### src/verilog/iic_status_pkg.sv
// constants, field layout and carriers for the iic protocol control/status block
package iic_status_pkg;

    // ************************************************************
    // register map (byte offsets on the plain register port)
    // ************************************************************
    localparam int          ADDR_W        = 8;
    localparam int          DATA_W        = 32;
    localparam logic [7:0]  CTRL_LO_ADDR  = 8'h00;
    localparam logic [7:0]  CTRL_HI_ADDR  = 8'h04;
    localparam logic [7:0]  STATUS_ADDR   = 8'h08;

    // ************************************************************
    // control word fields (bit positions in the 32-bit control word)
    // ************************************************************
    localparam int          OWN_SLAVE_ADDRESS_HI       = 15;
    localparam int          ACK00_BIT     = 16;
    localparam int          SYMBOL_TIMING_SELECT_BIT      = 17;
    localparam int          START_IEN     = 18;
    localparam int          RESTART_IEN   = 19;
    localparam int          STOP_IEN      = 20;
    localparam int          NO_ACK_FLAG_IEN      = 21;
    localparam int          ARL_IEN       = 22;
    localparam int          SRR_IEN       = 23;
    localparam int          FAULT_IEN     = 24;
    localparam int          SACK_BIT      = 25;
    localparam int          HOLD_DELAY_COMP_LO       = 26;
    localparam int          HOLD_DELAY_COMP_HI       = 29;
    localparam int          MCLK_BIT      = 31;
    localparam logic [31:0] CTRL_WMASK    = 32'hBFFF_FFFF;
    localparam logic [31:0] CTRL_RESET    = 32'h0000_0000;

    // ************************************************************
    // status flags
    // ************************************************************
    localparam int          NFLAG         = 9;
    localparam int          ST_ADDRESSED_AS_SLAVE      = 0;
    localparam int          ST_BADCODE    = 1;
    localparam int          ST_START      = 2;
    localparam int          ST_RESTART    = 3;
    localparam int          ST_STOP       = 4;
    localparam int          ST_NO_ACK_FLAG       = 5;
    localparam int          ST_ARL        = 6;
    localparam int          ST_SRR        = 7;
    localparam int          ST_ERR        = 8;
    localparam logic [8:0]  STATUS_RESET  = 9'h000;

    // ************************************************************
    // symbol timing and address matching
    // ************************************************************
    localparam logic [4:0]  TQ_STANDARD   = 5'h0A;
    localparam logic [4:0]  TQ_FAST       = 5'h19;
    localparam logic [4:0]  TEN_BIT_PFX   = 5'h1E;
    localparam logic [3:0]  BIT_ACK       = 4'h8;
    localparam logic [3:0]  BIT_DONE      = 4'h9;
    localparam int          MCLK_DIV      = 4;

    typedef struct packed {
        logic [ADDR_W-1:0] addr;
        logic [DATA_W-1:0] wdata;
        logic              wr;
        logic              rd;
    } reg_req_s;

    typedef struct packed {
        logic wrong_code;
        logic frame_err;
        logic master_no_ack_flag;
        logic arb_lost;
        logic master_mode;
    } master_evt_s;

    typedef enum logic [2:0] {
        SL_IDLE  = 3'b000,
        SL_ADDR1 = 3'b001,
        SL_ADDR2 = 3'b011,
        SL_DATA  = 3'b010,
        SL_SKIP  = 3'b110
    } slave_state_e;

endpackage : iic_status_pkg

### src/verilog/iic_ctrl_status.sv
// iic protocol control, slave address match and sticky status flags
//
// Our own choices: strobed register access and the register addresses.
`timescale 1ns/10ps
// Notes on behaviour
// first address byte compared with own address bits 15..9
// ten-bit prefix in bits 15..11 adds second byte compare with bits 7..0
// timing bit picks 10 quanta (standard) or 25 quanta (fast) per symbol
// slave ack suppress clears itself on start or repeated start unless a control high write lands in the same cycle
// suppress set before an ack bit makes that ack passive high
// four-bit hold delay postpones sda changes after scl falls
// master clock output runs only when enabled, else held at 0
// reserved control and status bits read 0; software writes 0
// status flags are never cleared by hardware
// flag 0 set when addressed and selected as slave
// flag 1 set on wrong transmit format code; fault enable interrupts
// flag 2 set on start condition; interrupt enable is control bit 18
// flag 3 set on repeated start; restart enable interrupts
// flag 4 set on stop condition; interrupt enable is control bit 20
// flag 5 set on master non-acknowledge only; enable bit 21
// flag 6 set on arbitration loss; enable bit 22
// flag 7 set on slave read request; enable bit 23
// flag 8 set on frame or format code error; enable bit 24
// interrupt pulses when an enabled flag newly sets
module iic_ctrl_status
    import iic_status_pkg::*;
#(
    parameter int MCLK_HALF = MCLK_DIV
) (
    input  wire logic              sys_clk_in,
    input  wire logic              rst_n_in,
    input  wire logic              clk_en_in,
    input  wire reg_req_s          reg_req_in,
    output logic [DATA_W-1:0]      reg_rdata_out,
    input  wire logic              scl_in,
    input  wire logic              sda_in,
    output logic                   sda_out,
    output logic                   sda_oe_out,
    input  wire master_evt_s       master_evt_in,
    output logic [4:0]             quanta_per_symbol_out,
    output logic [3:0]             hold_delay_out,
    output logic                   mclk_out,
    output logic                   proto_irq_out,
    output logic                   slave_selected_out
);

    // ************************************************************
    // registers and decode
    // ************************************************************
    logic [31:0]      ctrl;
    logic [NFLAG-1:0] status;
    logic [NFLAG-1:0] next_set;
    logic [NFLAG-1:0] irq_en;
    logic             wr_lo;
    logic             wr_hi;
    logic             wr_st;

    assign wr_lo = reg_req_in.wr && reg_req_in.addr == CTRL_LO_ADDR;
    assign wr_hi = reg_req_in.wr && reg_req_in.addr == CTRL_HI_ADDR;
    assign wr_st = reg_req_in.wr && reg_req_in.addr == STATUS_ADDR;

    // ************************************************************
    // pin synchronisers and bus conditions
    // ************************************************************
    logic [1:0] scl_sync;
    logic [1:0] sda_sync;
    logic       scl_prev;
    logic       sda_prev;
    logic       scl_rise;
    logic       scl_fall;
    logic       start_det;
    logic       stop_det;
    logic       bus_busy;

    always_ff @(posedge sys_clk_in) begin
        if (!rst_n_in) begin
            scl_sync <= 2'h3;
            sda_sync <= 2'h3;
            scl_prev <= 1'b1;
            sda_prev <= 1'b1;
        end else if (clk_en_in) begin
            scl_sync <= {scl_sync[0], scl_in};
            sda_sync <= {sda_sync[0], sda_in};
            scl_prev <= scl_sync[1];
            sda_prev <= sda_sync[1];
        end
    end

    assign scl_rise  = scl_sync[1] && !scl_prev;
    assign scl_fall  = !scl_sync[1] && scl_prev;
    assign start_det = scl_sync[1] && scl_prev && sda_prev && !sda_sync[1];
    assign stop_det  = scl_sync[1] && scl_prev && !sda_prev && sda_sync[1];

    always_ff @(posedge sys_clk_in) begin
        if (!rst_n_in) begin
            bus_busy <= 1'b0;
        end else if (clk_en_in) begin
            if (start_det) begin
                bus_busy <= 1'b1;
            end else if (stop_det) begin
                bus_busy <= 1'b0;
            end
        end
    end

    // ************************************************************
    // control register
    // ************************************************************
    always_ff @(posedge sys_clk_in) begin
        if (!rst_n_in) begin
            ctrl <= CTRL_RESET;
        end else if (clk_en_in) begin
            if (wr_lo) begin
                ctrl[15:0] <= reg_req_in.wdata[15:0];
            end
            if (wr_hi) begin
                ctrl[31:16] <= reg_req_in.wdata[15:0] & CTRL_WMASK[31:16];
            end else if (start_det) begin
                // a control high write in the same cycle wins over the auto clear
                ctrl[SACK_BIT] <= 1'b0;
            end
        end
    end

    assign quanta_per_symbol_out = ctrl[SYMBOL_TIMING_SELECT_BIT] ? TQ_FAST : TQ_STANDARD;
    assign hold_delay_out        = ctrl[HOLD_DELAY_COMP_HI:HOLD_DELAY_COMP_LO];

    // ************************************************************
    // slave address recognition
    // ************************************************************
    slave_state_e state;
    logic [3:0]   bit_cnt;
    logic [7:0]   shift;
    logic         selected;
    logic         read_mode;
    logic         sel_evt;
    logic         srr_evt;
    logic         want_oe;

    function automatic logic ten_bit_mode(input logic [15:0] own);
        return own[OWN_SLAVE_ADDRESS_HI -: 5] == TEN_BIT_PFX;
    endfunction : ten_bit_mode

    function automatic logic hdr_match(input logic [15:0] own, input logic [7:0] b);
        if (ten_bit_mode(own)) begin
            return b[7:3] == TEN_BIT_PFX && b[2:1] == own[10:9];
        end
        return b[7:1] == own[OWN_SLAVE_ADDRESS_HI:9];
    endfunction : hdr_match

    always_ff @(posedge sys_clk_in) begin
        if (!rst_n_in) begin
            state     <= SL_IDLE;
            bit_cnt   <= 4'h0;
            shift     <= 8'h00;
            selected  <= 1'b0;
            read_mode <= 1'b0;
            sel_evt   <= 1'b0;
            srr_evt   <= 1'b0;
            want_oe   <= 1'b0;
        end else if (clk_en_in) begin
            sel_evt <= 1'b0;
            srr_evt <= 1'b0;
            if (start_det) begin
                state   <= SL_ADDR1;
                bit_cnt <= 4'h0;
                want_oe <= 1'b0;
            end else if (stop_det) begin
                state    <= SL_IDLE;
                selected <= 1'b0;
                want_oe  <= 1'b0;
            end else if (state != SL_IDLE && scl_rise && bit_cnt < BIT_DONE) begin
                if (bit_cnt < BIT_ACK) begin
                    shift <= {shift[6:0], sda_sync[1]};
                end
                bit_cnt <= bit_cnt + 4'h1;
            end else if (scl_fall && bit_cnt == BIT_DONE) begin
                bit_cnt <= 4'h0;
                want_oe <= 1'b0;
            end else if (scl_fall && bit_cnt == BIT_ACK) begin
                unique case (state)
                    SL_ADDR1: begin
                        if (!hdr_match(ctrl[15:0], shift)) begin
                            state    <= SL_SKIP;
                            selected <= 1'b0;
                        end else if (ten_bit_mode(ctrl[15:0]) && !shift[0]) begin
                            state   <= SL_ADDR2;
                            want_oe <= !ctrl[SACK_BIT];
                        end else if (ten_bit_mode(ctrl[15:0]) && !selected) begin
                            // ten-bit read header is only valid after a full match
                            state <= SL_SKIP;
                        end else begin
                            state     <= SL_DATA;
                            selected  <= 1'b1;
                            read_mode <= shift[0];
                            sel_evt   <= 1'b1;
                            srr_evt   <= shift[0];
                            want_oe   <= !ctrl[SACK_BIT];
                        end
                    end
                    SL_ADDR2: begin
                        if (shift == ctrl[7:0]) begin
                            state     <= SL_DATA;
                            selected  <= 1'b1;
                            read_mode <= 1'b0;
                            sel_evt   <= 1'b1;
                            want_oe   <= !ctrl[SACK_BIT];
                        end else begin
                            state    <= SL_SKIP;
                            selected <= 1'b0;
                        end
                    end
                    SL_DATA: begin
                        want_oe <= !read_mode && !ctrl[SACK_BIT];
                    end
                    SL_SKIP: begin
                        want_oe <= 1'b0;
                    end
                    default: begin
                        state <= SL_IDLE;
                    end
                endcase
            end
        end
    end

    assign slave_selected_out = selected;

    // ************************************************************
    // sda drive with hold delay compensation
    // ************************************************************
    logic [3:0] hold_cnt;

    always_ff @(posedge sys_clk_in) begin
        if (!rst_n_in) begin
            hold_cnt   <= 4'h0;
            sda_oe_out <= 1'b0;
        end else if (clk_en_in) begin
            // sda only moves once the programmed delay after scl low has run out
            if (scl_fall) begin
                hold_cnt <= ctrl[HOLD_DELAY_COMP_HI:HOLD_DELAY_COMP_LO];
            end else if (hold_cnt != 4'h0) begin
                hold_cnt <= hold_cnt - 4'h1;
            end else begin
                sda_oe_out <= want_oe;
            end
        end
    end

    assign sda_out = 1'b0;

    // ************************************************************
    // master clock output
    // ************************************************************
    logic [7:0] mclk_cnt;

    always_ff @(posedge sys_clk_in) begin
        if (!rst_n_in) begin
            mclk_cnt <= 8'h00;
            mclk_out <= 1'b0;
        end else if (clk_en_in) begin
            if (!ctrl[MCLK_BIT]) begin
                mclk_cnt <= 8'h00;
                mclk_out <= 1'b0;
            end else if (mclk_cnt == 8'(MCLK_HALF - 1)) begin
                mclk_cnt <= 8'h00;
                mclk_out <= !mclk_out;
            end else begin
                mclk_cnt <= mclk_cnt + 8'h01;
            end
        end
    end

    // ************************************************************
    // status flags and protocol interrupt
    // ************************************************************
    always_comb begin
        next_set              = '0;
        next_set[ST_ADDRESSED_AS_SLAVE]    = sel_evt;
        next_set[ST_BADCODE]  = master_evt_in.wrong_code;
        next_set[ST_START]    = start_det && !bus_busy;
        next_set[ST_RESTART]  = start_det && bus_busy;
        next_set[ST_STOP]     = stop_det;
        next_set[ST_NO_ACK_FLAG]     = master_evt_in.master_mode
                                && master_evt_in.master_no_ack_flag;
        next_set[ST_ARL]      = master_evt_in.arb_lost;
        next_set[ST_SRR]      = srr_evt;
        next_set[ST_ERR]      = master_evt_in.frame_err
                                || master_evt_in.wrong_code;
    end

    assign irq_en = {ctrl[FAULT_IEN], ctrl[SRR_IEN], ctrl[ARL_IEN], ctrl[NO_ACK_FLAG_IEN],
                     ctrl[STOP_IEN], ctrl[RESTART_IEN], ctrl[START_IEN],
                     ctrl[FAULT_IEN], 1'b0};

    always_ff @(posedge sys_clk_in) begin
        if (!rst_n_in) begin
            status <= STATUS_RESET;
        end else if (clk_en_in) begin
            // write one to clear; a new event in the same cycle wins
            status <= (status & ~(wr_st ? reg_req_in.wdata[NFLAG-1:0] : '0))
                      | next_set;
        end
    end

    always_ff @(posedge sys_clk_in) begin
        if (!rst_n_in) begin
            proto_irq_out <= 1'b0;
        end else if (clk_en_in) begin
            proto_irq_out <= |(next_set & ~status & irq_en);
        end
    end

    // ************************************************************
    // register read port
    // ************************************************************
    always_ff @(posedge sys_clk_in) begin
        if (!rst_n_in) begin
            reg_rdata_out <= '0;
        end else if (clk_en_in) begin
            reg_rdata_out <= '0;
            if (reg_req_in.rd) begin
                unique case (reg_req_in.addr)
                    CTRL_LO_ADDR: reg_rdata_out[15:0]      <= ctrl[15:0];
                    CTRL_HI_ADDR: reg_rdata_out[15:0]      <= ctrl[31:16];
                    STATUS_ADDR:  reg_rdata_out[NFLAG-1:0] <= status;
                    default:      reg_rdata_out            <= '0;
                endcase
            end
        end
    end
endmodule : iic_ctrl_status

### config.mk
export PLATFORM = sky130hd
export DESIGN_NAME = iic_ctrl_status
export DESIGN_NICKNAME = d
export VERILOG_FILES = /design/src/verilog/iic_status_pkg.sv /design/src/verilog/iic_ctrl_status.sv
export SDC_FILE = /design/constraint.sdc
export NUM_CORES = 1
export LEC_CHECK = 0
export BUFFER_PORTS_ARGS = -buffer_cell sky130_fd_sc_hd__buf_2
export CORE_ASPECT_RATIO = 0.75
export CORE_MARGIN = 2
export CORE_UTILIZATION = 55
export CTS_CLUSTER_SIZE = 28
export DETAILED_ROUTE_END_ITERATION = 16
export PLACE_DENSITY = 0.85
export SYNTH_ARGS = -nofsm -noshare
export SYNTH_HDL_FRONTEND = slang
export SYNTH_SLANG_ARGS = --single-unit
### constraint.sdc
create_clock -name sys_clk_in -period 2.25 [get_ports sys_clk_in]
set_clock_uncertainty 0.2 [all_clocks]
set_input_delay 0.3375 -clock sys_clk_in [delete_from_list [all_inputs] [get_ports sys_clk_in]]
set_output_delay 0.3375 -clock sys_clk_in [all_outputs]
set_load 0.05 [all_outputs]
* After elaboration in Yosys (flattened, before gate mapping)
Cells that the tools add are included.
** Word-level totals
- Register bits :: 114
- Input bits :: 52
- Output and inout bits :: 46
- Word-level logic and storage cells :: 220
** Operators by class
- Add/sub/neg operators :: 3
- Order comparisons :: 2
- Equality and inequality tests :: 30
- Mux-type cells :: 90
- Bitwise logic cells :: 12
- Reduce and logical (&&, ||, !) cells :: 60
** Operators with widths (count)
- $mux 1 :: 63
- $and 9x9->9 :: 3
- $mux 3 :: 9
- $pmux 9 s3 :: 1
- $mux 4 :: 6
- $logic_and 1x1->1 :: 21
- $not 9->9 :: 2
- $mux 16 :: 1
- $mux 8 :: 2
- $ne 2x2->1 const B :: 7
- $pmux 7 s2 :: 1
- $reduce_and 2->1 :: 6
- $reduce_bool 3->1 :: 4
- $reduce_and 11->1 :: 1
- $eq 5x5->1 const B :: 2
- $logic_not 1->1 :: 10
- $ne 5x5->1 const B :: 2
- $reduce_and 5->1 :: 2
- $reduce_bool 2->1 :: 5
- $mux 9 :: 1
- $or 9x9->9 :: 1
- $pmux 3 s3 :: 1
- $reduce_or 9->1 :: 1
- $add 8x1->8 const B :: 1
- other kinds (30) :: 44

* Longest topological paths before layout
- Word-level depth :: 26
- Mapped depth :: 7

* Least setup slack after synthesis
OpenSTA, ideal clock, no wires.
- Kind :: register to register
- Start point :: reg bit_cnt[1]
- End point :: reg read_mode
- Setup time :: 0.072 ns
- Arrival :: 1.787 ns
- Path slack :: 0.191 ns
- Stages on the path, launching flop included :: 8
- Path buffers :: 0
- Clock period less this slack :: 2.059 ns
- Cells stage by stage :: dfxtp_1 -> inv_1 -> ha_1 -> nor4bb_1 -> o2111ai_1 -> nor4_1 -> a31o_2 -> mux2i_1
** Between the ends
- Cells in the longest elaborated chain, start to end :: 4
** Ends and longest elaborated chain
- start: declaration :: line iic_ctrl_status.sv:132 : logic [3:0] bit_cnt;
- start signal: assignment :: line iic_ctrl_status.sv:176 : bit_cnt <= bit_cnt + 4'h1;
- $lt 4x4->1 or $eq 4x4->1 (tied branches) :: line iic_ctrl_status.sv:172, iic_ctrl_status.sv:177
- $logic_and 1x1->1, on equally long branches :: line iic_ctrl_status.sv:172, iic_ctrl_status.sv:177
- $not 1->1 (no source line)
- $reduce_and 11->1 (no source line) *
- end signal: assignment :: line iic_ctrl_status.sv:195 : read_mode <= shift[0];
- end: declaration :: line iic_ctrl_status.sv:135 : logic read_mode;
Every way passes the cells marked *; elsewhere a longest branch is shown, timed or not.
A chain may end at the register's enable or synchronous reset.

* Worst setup path in the final report
- Start point :: reg bit_cnt[0]
- End point :: reg read_mode
The elaborated chain is that of the path after synthesis.

==> metrics.cfg <==
[yosys]
synth_edf_count=0
synth_cell_types=65
synthFlopType=dfxtp_1
synth_top_area_share_pct=39.6
ys_seq_area_share_pct=39.6
synth.avg_cell_area_um2=8.90
synthesis.area_um2=4950
yosys-top-cells-count=dfxtp_1 (98), nor2_1 (86), mux2i_1 (65), nand2_1 (47), buf_4 (25)
async_flop_share_pct=0
yosys.area.top_type=dfxtp_1
synth_area_leaders=dfxtp_1 (40%), mux2i_1 (13%), nor2_1 (6.5%), buf_4 (3.8%), nand2_1 (3.6%)
synth_most_common_cell=dfxtp_1
ys.warnings.count=0
syn_inst=557
synth_seq_cells=98

[clocking]
clk_pin_slew_ns=0.07
clkLatencyLatePin_ns=0.35
cts_made_buffers=9
cts_tree=built
cts-root-buf=clkbuf_16
cts_num_sinks=98
cts_hold_buf=0
cts_buffer_depth=2
ctsHtreeMaxLevel=3

[global_route]
antenna_found_initial=0
grt-ovfl-total=0
grt_pass1_vias=4077
grt_max_degree=45
track_usage_pct=25.4
grt_pass1_wl_um=19800

[final_layout]
fin_cells=725
diodes=0
drive_gt1_share_pct=19.0
postLayoutCoreUtil_pct=65.4
synthToLayoutAreaGrowth_pct=13.6
nNetsFinal=670

[power_and_ir_drop]
leakagePower_uw=0.00231
switching_power_uw=996
p_int_uw=2700
p_comb_share_pct=10.5
power_frac_seq_pct=48.4
ir_drop_uv=353
p_clk_share_pct=41.1
switching_share_pct=27.0
power_density_nw_per_um2=657

[timing]
tightestPinTransition_ns=0.502
min_period_ns=2.13
max_freq_mhz=471
finalHoldViolations=0
setup-violations-final=0
period_share_pct=94.5
max_slew_margin_pct=66.2
final_max_slew_viol_count=0

[placement]
placedCellCount=709
routabilityCongestion=0.977
hpwl_um=8690
numPortBuffers=62

[detailed_routing]
wl_met3_um=867
firstDrtPassIters=5
wire_per_inst_um=16.7
drcViolationCount=0
viasPerCell=5.78
top_layer=met4
routed_wl_um=12100
wl_met2_um=5540
num_vias=4190
drt_iter0_markers=392
wl_met1_um=5480
antenna_left=0

[floorplanning]
dieHeight_um=86.2
die_area_um2=9790
num_rows=29
num_io_pins=98
core_um2=8600
start_util_pct=57.6
die_x_um=114

[worst_setup_path]
worstSetupPathType=flip-flop to flip-flop
crit_fanout=5
cp.required_ns=2.32
cp-start-kind=flip-flop
arrival_ns=2.20
end_kind=flip-flop

[flow_run]
cap_viol_max_count=0

[worst_hold_path]
holdCritPathClass=input pin to flip-flop

[status]
status=complete, no violations

-- metrics by stage --
stage	cell area, um^2	setup slack [ns]	hold slack [ns]	total power (uW)	setup TNS [ns]
3_5_place_dp	5290	-0.0318	0.266	2200	-0.0318
2_1_floorplan	5020	0.191	0.235	2130	0
6_report	5630	0.125	0.00966	3690	0
5_1_grt	5630	-0.0164	0.0225	3820	-0.0164
4_1_cts	5600	0.0535	0.00699	3700	0
3_3_place_gp	5290	0.0887	0.254	2190	0
-- repair_timing --
item,in CTS,in global routing
endpoints found under the setup margin,1,10
resized for setup,2,4
setup buffers,0,0
pin swaps,0,1
gates cloned,0,0
-- path summary, 6_finish.rpt --
kind / start / end / slack, ns / cells after the start
setup / recovery: bit_cnt[0] / read_mode / 0.12 / 8
hold / removal: sda_in / sda_sync[0] / 0.01 / 3
setup reg to reg: bit_cnt[0] / read_mode / 0.12 / 8
hold reg to reg: status[4] / status[4] / 0.28 / 2
-- state kept, by name, summed over array words and instances (netlist names), 2 cells and up --
name,flops
bit_cnt,4
ctrl,31
hold_cnt,4
mclk_cnt,8
reg_rdata_out,16
scl_sync,2
sda_sync,2
shift,8
state,3
status,9
-- power by group through the flow --
stage               combinational, uW  sequential, uW  clock, uW
finish                            388            1790       1520
global route                      426            1790       1600
CTS                               383            1790       1530
detailed placement                377            1830          0
global placement                  367            1830          0
floorplan                         303            1820          0
-- layer usage --
layer	global-route usage, %	up-vias
li1	-	2015
met3	5.31	20
met5	0	-
met2	41.0	170
met1	33.8	1985
met4	9.42	0
-- layout make-up --
class / count / area (um^2)
fillers: 685 / 2970
well taps: 108 / 135
repair buffers: 80 / 470
inverters: 16 / 60.1
flip-flops and latches: 98 / 1960
clock buffers: 10 / 239
clock inverters: 6 / 61.3
multi-input cells: 407 / 2700
-- cells in the final DEF, fill, tap and decap left out, types with 7 or more instances in the layout --
cell and n:
and2_1 7, o21ai_0 19, dfxtp_1 97, mux2i_1 65, a22oi_1 14, xnor2_1 19
nand3_1 8, clkbuf_16 9, inv_1 14, nor2_1 86, a21oi_1 14, nand2_1 47
buf_2 62, conb_1 19, nor2b_1 10, buf_4 16
-- worst max-delay path: stages, from the launching register on --
cell and delay, ns:
dfxtp_1 0.35, inv_1 0.09, ha_1 0.22, nor4bb_4 0.35, o2111ai_2 0.19, buf_4 0.18
nor2_1 0.11, a31o_2 0.19, mux2i_1 0.18
-- cells by family after synthesis --
logic type               count (synthesis)  synth area share, %
AND/OR/NAND/NOR                        210                 21.1
flip-flops                              98                 39.6
AO/OA/AOI/OAI                           84                 12.5
buffers and inverters                   69                 7.93
multiplexers                            65                 13.1
XOR/XNOR                                23                 4.07
adder cells (fa/ha/maj)                  6                 1.52
other                                    2                0.152
Note: power is estimated with default switching activity, not from simulation.
